==> config.mk <==
export PLATFORM = sky130hd
export DESIGN_NAME = irq_ctrl
export DESIGN_NICKNAME = d
export VERILOG_FILES = /design/src/include/irq_ctrl_pkg.sv /design/src/rtl/irq_ctrl.sv /design/src/rtl/irq_poll_select.sv
export SDC_FILE = /design/constraint.sdc
export NUM_CORES = 1
export LEC_CHECK = 0
export BUFFER_PORTS_ARGS = -buffer_cell sky130_fd_sc_hd__buf_2
export CORE_ASPECT_RATIO = 1.5
export CORE_MARGIN = 1
export CORE_UTILIZATION = 40
export CTS_CLUSTER_SIZE = 30
export DETAILED_ROUTE_END_ITERATION = 12
export GPL_ROUTABILITY_DRIVEN = 0
export GPL_TIMING_DRIVEN = 0
export PLACE_DENSITY = 0.74
export SYNTH_ARGS = -nofsm -noshare
export SYNTH_HDL_FRONTEND = slang
export SYNTH_SLANG_ARGS = --single-unit
==> constraint.sdc <==
create_clock -name sys_clk_i -period 3.1 [get_ports sys_clk_i]
set_clock_uncertainty 0.1 [all_clocks]
set_input_delay 0.62 -clock sys_clk_i [delete_from_list [all_inputs] [get_ports sys_clk_i]]
set_output_delay 0.62 -clock sys_clk_i [all_outputs]
set_load 0.1 [all_outputs]
==> src/include/irq_ctrl_pkg.sv <==
// Constants and carriers shared by the two-level interrupt controller.
// Assumes an 8-bit special function register port driven by the core.
package irq_ctrl_pkg;

  // ==========================================================================
  // Register addresses and reset values.
  // ==========================================================================
  localparam logic [7:0] ADDR_ENABLE_PRIMARY = 8'ha8;   // source_enable_primary.
  localparam logic [7:0] ADDR_ENABLE_SECONDARY = 8'ha9; // source_enable_secondary.
  localparam logic [7:0] ADDR_LEVEL_SELECT = 8'hb8;     // level_select.
  localparam logic [7:0] RESET_BYTE = 8'h00;            // Power-on value of all three.
  localparam logic [7:0] SECONDARY_WMASK = 8'h03;       // Bits 7..2 are reserved, read zero.

  // ==========================================================================
  // Bit positions in the primary enable register.
  // ==========================================================================
  localparam int GLOBAL_IRQ_ENABLE_BIT = 7;
  localparam int CONVERTER_IRQ_ENABLE_BIT = 6;
  localparam int TIMER2_IRQ_ENABLE_BIT = 5;
  localparam int UART_IRQ_ENABLE_BIT = 4;
  localparam int TIMER1_IRQ_ENABLE_BIT = 3;
  localparam int EXT1_IRQ_ENABLE_BIT = 2;
  localparam int TIMER0_IRQ_ENABLE_BIT = 1;
  localparam int EXT0_IRQ_ENABLE_BIT = 0;

  // Bit positions in the secondary enable register.
  localparam int SUPPLY_MONITOR_IRQ_ENABLE_BIT = 1;
  localparam int TWOWIRE_SPI_IRQ_ENABLE_BIT = 0;

  // Bit positions in the level select register.
  localparam int TWOWIRE_SPI_LEVEL_BIT = 7;
  localparam int CONVERTER_LEVEL_BIT = 6;
  localparam int TIMER2_LEVEL_BIT = 5;
  localparam int UART_LEVEL_BIT = 4;
  localparam int TIMER1_LEVEL_BIT = 3;
  localparam int EXT1_LEVEL_BIT = 2;
  localparam int TIMER0_LEVEL_BIT = 1;
  localparam int EXT0_LEVEL_BIT = 0;

  // ==========================================================================
  // Polling order, first (index 0) to last, and vectors.
  // ==========================================================================
  localparam int NUM_SOURCES = 9;
  localparam int POLL_SUPPLY = 0;
  localparam int POLL_EXT0 = 1;
  localparam int POLL_CONVERTER = 2;
  localparam int POLL_TIMER0 = 3;
  localparam int POLL_EXT1 = 4;
  localparam int POLL_TIMER1 = 5;
  localparam int POLL_TWOWIRE_SPI = 6;
  localparam int POLL_UART = 7;
  localparam int POLL_TIMER2 = 8;

  // Vector per poll index; entry 0 is the lowest slice.
  localparam logic [NUM_SOURCES*16-1:0] VECTOR_TABLE = {
    16'h002b, 16'h0023, 16'h003b, 16'h001b, 16'h0013,
    16'h000b, 16'h0033, 16'h0003, 16'h0043};

  // The supply monitor has no level bit; it is served at this level.
  localparam logic SUPPLY_MONITOR_LEVEL = 1'b0;

  // Level indices of the in-service mark.
  localparam int LVL_LOW = 0;
  localparam int LVL_HIGH = 1;

  // ==========================================================================
  // Carriers.
  // ==========================================================================
  // Raw source flags as raised by the peripherals.
  typedef struct packed {
    logic supply_monitor_flag;
    logic ext0_request_flag;
    logic ext1_request_flag;
    logic converter_done_flag;
    logic timer0_overflow_flag;
    logic timer1_overflow_flag;
    logic timer2_overflow_flag;
    logic timer2_external_flag;
    logic twowire_event_flag;
    logic spi_event_flag;
    logic uart_rx_done_flag;
    logic uart_tx_done_flag;
  } source_flags_s;

  // Whole controller state.
  typedef struct packed {
    logic [7:0] enable_primary;
    logic [7:0] enable_secondary;
    logic [7:0] level_select;
    logic [1:0] in_service;   // Bit 1 high level, bit 0 low level.
    logic req;                // Request to the core is standing.
    logic req_level;          // Level of the standing request.
    logic [15:0] vector;      // Vector of the standing request.
    logic [7:0] rdata;        // Register read answer.
  } ctrl_state_s;

endpackage

==> src/rtl/irq_ctrl.sv <==
// Two-level interrupt controller with three special function registers.
// Assumes the core pulses ack when it pushes the program counter and jumps,
// and pulses ret when it returns from a service routine.
module irq_ctrl (
  // Clock and reset.
  input wire logic sys_clk_i,
  input wire logic srst_i,
  // Special function register port.
  input wire logic [7:0] sfr_addr_i,
  input wire logic sfr_wr_i,
  input wire logic sfr_rd_i,
  input wire logic [7:0] sfr_wdata_i,
  output logic [7:0] sfr_rdata_o,
  // Source flags.
  input wire irq_ctrl_pkg::source_flags_s flags_i,
  // Core handshake.
  input wire logic irq_ack_i,
  input wire logic irq_ret_i,
  output logic irq_req_o,
  output logic [15:0] irq_vector_o,
  output logic [1:0] in_service_o
);

  // ==========================================================================
  // State.
  // ==========================================================================
  irq_ctrl_pkg::ctrl_state_s st_reg;  // Registered state.
  irq_ctrl_pkg::ctrl_state_s st_next; // Next state.

  logic [irq_ctrl_pkg::NUM_SOURCES-1:0] src_flag;  // Flags in polling order.
  logic [irq_ctrl_pkg::NUM_SOURCES-1:0] src_en;    // Individual enables.
  logic [irq_ctrl_pkg::NUM_SOURCES-1:0] src_lvl;   // Level per source.
  logic [irq_ctrl_pkg::NUM_SOURCES-1:0] hi_req;    // Enabled high requests.
  logic [irq_ctrl_pkg::NUM_SOURCES-1:0] lo_req;    // Enabled low requests.
  logic hi_valid;      // Some high request waits.
  logic lo_valid;      // Some low request waits.
  logic [3:0] hi_idx;  // Winning high source.
  logic [3:0] lo_idx;  // Winning low source.
  logic global_en;     // Global enable.

  // ==========================================================================
  // Source gathering.
  // ==========================================================================
  // Shared-vector sources are the OR of their flags.
  assign src_flag = {
    flags_i.timer2_overflow_flag | flags_i.timer2_external_flag,
    flags_i.uart_rx_done_flag | flags_i.uart_tx_done_flag,
    flags_i.twowire_event_flag | flags_i.spi_event_flag,
    flags_i.timer1_overflow_flag,
    flags_i.ext1_request_flag,
    flags_i.timer0_overflow_flag,
    flags_i.converter_done_flag,
    flags_i.ext0_request_flag,
    flags_i.supply_monitor_flag};

  // Enables sorted into polling order.
  assign src_en = {
    st_reg.enable_primary[irq_ctrl_pkg::TIMER2_IRQ_ENABLE_BIT],
    st_reg.enable_primary[irq_ctrl_pkg::UART_IRQ_ENABLE_BIT],
    st_reg.enable_secondary[irq_ctrl_pkg::TWOWIRE_SPI_IRQ_ENABLE_BIT],
    st_reg.enable_primary[irq_ctrl_pkg::TIMER1_IRQ_ENABLE_BIT],
    st_reg.enable_primary[irq_ctrl_pkg::EXT1_IRQ_ENABLE_BIT],
    st_reg.enable_primary[irq_ctrl_pkg::TIMER0_IRQ_ENABLE_BIT],
    st_reg.enable_primary[irq_ctrl_pkg::CONVERTER_IRQ_ENABLE_BIT],
    st_reg.enable_primary[irq_ctrl_pkg::EXT0_IRQ_ENABLE_BIT],
    st_reg.enable_secondary[irq_ctrl_pkg::SUPPLY_MONITOR_IRQ_ENABLE_BIT]};

  // Levels sorted into polling order.
  assign src_lvl = {
    st_reg.level_select[irq_ctrl_pkg::TIMER2_LEVEL_BIT],
    st_reg.level_select[irq_ctrl_pkg::UART_LEVEL_BIT],
    st_reg.level_select[irq_ctrl_pkg::TWOWIRE_SPI_LEVEL_BIT],
    st_reg.level_select[irq_ctrl_pkg::TIMER1_LEVEL_BIT],
    st_reg.level_select[irq_ctrl_pkg::EXT1_LEVEL_BIT],
    st_reg.level_select[irq_ctrl_pkg::TIMER0_LEVEL_BIT],
    st_reg.level_select[irq_ctrl_pkg::CONVERTER_LEVEL_BIT],
    st_reg.level_select[irq_ctrl_pkg::EXT0_LEVEL_BIT],
    irq_ctrl_pkg::SUPPLY_MONITOR_LEVEL};

  assign global_en = st_reg.enable_primary[irq_ctrl_pkg::GLOBAL_IRQ_ENABLE_BIT];

  // Per-source gating: flag, own enable and global enable all needed.
  genvar g;
  generate
    for (g = 0; g < irq_ctrl_pkg::NUM_SOURCES; g++) begin : gen_src
      assign hi_req[g] = src_flag[g] & src_en[g] & global_en & src_lvl[g];
      assign lo_req[g] = src_flag[g] & src_en[g] & global_en & ~src_lvl[g];
    end
  endgenerate

  // ==========================================================================
  // Polling within each level.
  // ==========================================================================
  irq_poll_select #(.N(irq_ctrl_pkg::NUM_SOURCES), .IDX_W(4)) u_poll_hi (
    .req_i(hi_req),
    .valid_o(hi_valid),
    .idx_o(hi_idx)
  );

  irq_poll_select #(.N(irq_ctrl_pkg::NUM_SOURCES), .IDX_W(4)) u_poll_lo (
    .req_i(lo_req),
    .valid_o(lo_valid),
    .idx_o(lo_idx)
  );

  // ==========================================================================
  // Next-state logic.
  // ==========================================================================
  // A request is recomputed every cycle so that a newly arrived high request
  // replaces a waiting low one before the core takes it.
  always_comb begin
    st_next = st_reg;
    // Register writes; reserved secondary bits stay zero.
    if (sfr_wr_i) begin
      if (sfr_addr_i == irq_ctrl_pkg::ADDR_ENABLE_PRIMARY) begin
        st_next.enable_primary = sfr_wdata_i;
      end else if (sfr_addr_i == irq_ctrl_pkg::ADDR_ENABLE_SECONDARY) begin
        st_next.enable_secondary = sfr_wdata_i & irq_ctrl_pkg::SECONDARY_WMASK;
      end else if (sfr_addr_i == irq_ctrl_pkg::ADDR_LEVEL_SELECT) begin
        st_next.level_select = sfr_wdata_i;
      end
    end
    // Register reads answer one cycle later; unmapped reads give zero.
    st_next.rdata = irq_ctrl_pkg::RESET_BYTE;
    if (sfr_rd_i) begin
      if (sfr_addr_i == irq_ctrl_pkg::ADDR_ENABLE_PRIMARY) begin
        st_next.rdata = st_reg.enable_primary;
      end else if (sfr_addr_i == irq_ctrl_pkg::ADDR_ENABLE_SECONDARY) begin
        st_next.rdata = st_reg.enable_secondary;
      end else if (sfr_addr_i == irq_ctrl_pkg::ADDR_LEVEL_SELECT) begin
        st_next.rdata = st_reg.level_select;
      end
    end
    // Return clears the innermost routine, which is the high one if active.
    if (irq_ret_i) begin
      if (st_reg.in_service[irq_ctrl_pkg::LVL_HIGH]) begin
        st_next.in_service[irq_ctrl_pkg::LVL_HIGH] = 1'b0;
      end else begin
        st_next.in_service[irq_ctrl_pkg::LVL_LOW] = 1'b0;
      end
    end
    // Acceptance marks the level in service after the clear, so it wins.
    if (irq_ack_i && st_reg.req) begin
      st_next.in_service[st_reg.req_level] = 1'b1;
      st_next.req = 1'b0;
    end else if (hi_valid && !st_reg.in_service[irq_ctrl_pkg::LVL_HIGH]) begin
      st_next.req = 1'b1;
      st_next.req_level = 1'b1;
      st_next.vector = irq_ctrl_pkg::VECTOR_TABLE[hi_idx*16 +: 16];
    end else if (lo_valid && st_reg.in_service == 2'h0) begin
      st_next.req = 1'b1;
      st_next.req_level = 1'b0;
      st_next.vector = irq_ctrl_pkg::VECTOR_TABLE[lo_idx*16 +: 16];
    end else begin
      st_next.req = 1'b0;
    end
    if (srst_i) begin
      st_next = '0;
    end
  end

  // State register.
  always_ff @(posedge sys_clk_i) begin
    st_reg <= st_next;
  end

  assign sfr_rdata_o = st_reg.rdata;
  assign irq_req_o = st_reg.req;
  assign irq_vector_o = st_reg.vector;
  assign in_service_o = st_reg.in_service;
endmodule

==> src/rtl/irq_poll_select.sv <==
// Fixed-order poll: picks the lowest-index set request.
// Assumes requests are already enabled and sorted into polling order.
module irq_poll_select #(
  parameter int N = 9,
  parameter int IDX_W = 4
) (
  // Requests in polling order.
  input wire logic [N-1:0] req_i,
  // Winner.
  output logic valid_o,
  output logic [IDX_W-1:0] idx_o
);

  // ==========================================================================
  // Priority scan.
  // ==========================================================================
  // Scan from last to first so that the first set entry is written last.
  always_comb begin
    valid_o = |req_i;
    idx_o = '0;
    for (int i = N - 1; i >= 0; i--) begin
      if (req_i[i]) begin
        idx_o = IDX_W'(i);
      end
    end
  end

endmodule

==> out/metrics.cfg <==
[run_status]
outcome=complete, no violations

[clocking]
clockBufferDepth=2
htree_levels=2
clk_latency_ns=0.29
cts_num_sinks=35
cts_resized=0
cts_tree=yes
clk_pin_slew_ns=0.07
hold_buffers=0
cts.repair_timing.setup_buffer_count=0
cts_made_buffers=5
clock-root-buffer=clkbuf_8

[worst_setup_path]
crit_chain=buf_4 -> nand4_1 -> and3_1 -> a31oi_1 -> a31oi_1 -> or2_2 -> ha_1 -> inv_1 -> a31oi_1 -> o211ai_1 -> a21oi_1
rr_startpoint=global_en
crit_top_cell=a31oi_1
r2r_cells=11
worstPathArrival_ns=2.80
worst-path-max-fanout=10
start_kind=flip-flop
reg2reg_to=irq_vector_o[3]
critPathMaxStageDelay_ns=0.41
r2r_slack_ns=0.34
worstPathRequired_ns=3.15
critPathTopFamily=compound AO/OA/AOI/OAI gates
cp-end-kind=flip-flop
crit_buf_inv=2
critPathKind=flip-flop to flip-flop
cp_slowest_cell=a31oi_1

[global_routing]
grt.total_usage_pct=20.6
grtUsageMet2_pct=35.5
grt-ovfl-total=0
grt_max_degree=12
grt_pass1_wl_um=8590
grt_util_met1_pct=22.4
grt_pass1_vias=1835
use_met3_pct=4.01
top_usage_layer=met2
antenna_found_initial=0

[finish]
fillers=515
drive_above_1_share_pct=29.9
diodes=0
largest_reg_flops=9
fin_cells=390
final_cell_area_sq_um=2570
final_net_count=360
syn_to_final_growth_pct=22.6

[sta]
rsz0062_at_grt=no
setup-violations-final=0
slew_headroom_pct=48.9
fmax_mhz=363
worstMarginPinSlew_ns=0.760
hold_viol_final=0
post-route-worst-setup-slack_ns=0.343
setup_tns_ns=0
period_share_pct=88.9
holdWs_ns=0.352
maxSlewViolCount=0
final.min_clock_period_ns=2.76

[die]
fp.dieH_um=90.7
start_util_pct=42.5
die_w_um=61.1
io_pins=61
dieArea_sq_um=5540
placeableCoreArea_sq_um=4930
num_rows=31

[placed_design]
dpl_worst_slack_ns=0.209
dp_hpwl_um=4180
place_area_sq_um=2450
numPortBuffers=48
dp_cells=382

[drt]
vias=2087
postRouteWirelength_um=5360
drt_iter0_drc=78
drcViolationCount=0
drtAntennaViolNets=0
avgRoutedWirePerCell_um=13.8
drt_first_pass_iters=4
avgViaCountPerCell=5.35

[logic_synthesis]
yosysSeqAreaShare_pct=33.4
synth_largest_area_cell=dfxtp_1
synth.area.top_cells=dfxtp_1 (33%), buf_4 (9.7%), a21oi_1 (5.7%), nand2_1 (5.0%), nand3_1 (4.5%)
yosys.cell_types.count=51
synth_edf_count=0
synth_top_cell_area_share_pct=33.4
syn_area_per_cell_sq_um=8.09
synth-main-ff-cell=dfxtp_1
async_flop_share_pct=0
ys_ff_latch=35
syn_inst=259
yosys_warnings=0
syn_area_sq_um=2100

[job]
cap_violations=0

[power]
peakVddDrop_uv=247
power.leakage_nw=1.11
powerDensity_nw_per_um2=382

[worst_hold_path]
hold_class=flip-flop to flip-flop
whs_path_depth=2
hold_start=irq_vector_o[6]
min_to=irq_vector_o[6]

[worst register-to-register path, delay by kind of cell, from the launching register on]
family / cells / cell delay (ns)
simple gates: 3 / 0.83
buf+inv: 2 / 0.23
fa+ha+maj: 1 / 0.28
flops: 1 / 0.33
compound gates: 5 / 0.85
[synth_stat cells, drive strengths merged (2+ instances only)]
cell type,count
nor2,17
clkbuf,6
mux2i,4
nand2b,3
nor3,6
a21oi,24
a31oi,6
o21ai,2
a21bo,2
a211oi,3
a41oi,2
nand3,19
o31ai,2
nand2,28
nor2b,4
or3,2
ha,3
nand4,6
o211ai,4
nor3b,2
nand4b,6
a21o,2
and3,4
o2111ai,3
and4,5
buf,29
nand3b,2
inv,8
a22oi,6
dfxtp,35
[worst max-delay path by stage]
stage                from         endpoint  slack [ns]  cells after the start
6_report        global_en  irq_vector_o[3]        0.34                     11
5_1_grt         global_en  irq_vector_o[3]        0.17                     11
4_1_cts         global_en  irq_vector_o[3]        0.44                     11
3_5_place_dp   flags_i[8]  irq_vector_o[3]        0.21                     11
3_3_place_gp   flags_i[8]  irq_vector_o[3]        0.23                     11
2_1_floorplan  flags_i[0]  irq_vector_o[3]        0.58                     10
[final cells by class]
cell class	count	area (sq um)	area share, %
Tap cell	66	82.6	3.21
Sequential cell	35	701	27.3
Multi-Input combinational cell	190	1160	45.3
Inverter	8	30.0	1.17
Timing Repair Buffer	48	240	9.35
Clock inverter	2	35.0	1.36
Buffer	35	235	9.15
Clock buffer	6	82.6	3.21
[per-layer routing]
metal	wire length (um)	up-vias
met3	209	14
met2	2920	66
li1	-	1052
met1	2080	955
met4	159	0
met5	0	-
[stage by stage]
stage	utilization [%]	total power, W
after floorplan	-	0.000536
after global placement	49.8	0.000568
after detailed placement	49.8	0.000568
after CTS	52.2	0.000988
after global routing	52.2	0.00101
final	52.2	0.000981
[power by group]
part / total (W) / internal [W] / switching, W
Clock: 0.000423 / 0.000260 / 0.000163
Combinational: 0.000109 / 0.0000268 / 0.0000817
Sequential: 0.000450 / 0.000450 / 0.000000332
Total: 0.000981 / 0.000737 / 0.000245
[logic make-up (layout without fill, tap and decap cells)]
logic type,after synthesis,in the layout,synth area share [%]
multiplexers,4,4,1.91
flip-flops,35,35,33.4
buffers and inverters,43,99,12.7
adder cells (fa/ha/maj),3,3,1.79
other,1,10,0.179
AO/OA/AOI/OAI,64,64,21.6
AND/OR/NAND/NOR,109,109,28.5
[layout by cell type (no fill, tap or decap), types with 2 or more instances in the layout]
master	count
buf_2	50
dfxtp_1	35
nand2_1	28
buf_4	27
a21oi_1	24
nand3_1	19
nor2_1	17
conb_1	10
inv_1	8
nand4b_1	6
a31oi_1	6
nor3_1	6
clkbuf_1	6
a22oi_1	6
clkbuf_8	6
nand4_1	5
o211ai_1	4
nor2b_1	4
and4_1	4
mux2i_1	4
and3_1	3
nand2b_1	3
a211oi_1	3
ha_1	3
o2111ai_1	2
o31ai_1	2
a21bo_2	2
nor3b_1	2
nand3b_1	2
a41oi_1	2
o21ai_0	2
(Power assumes the default switching activity.)
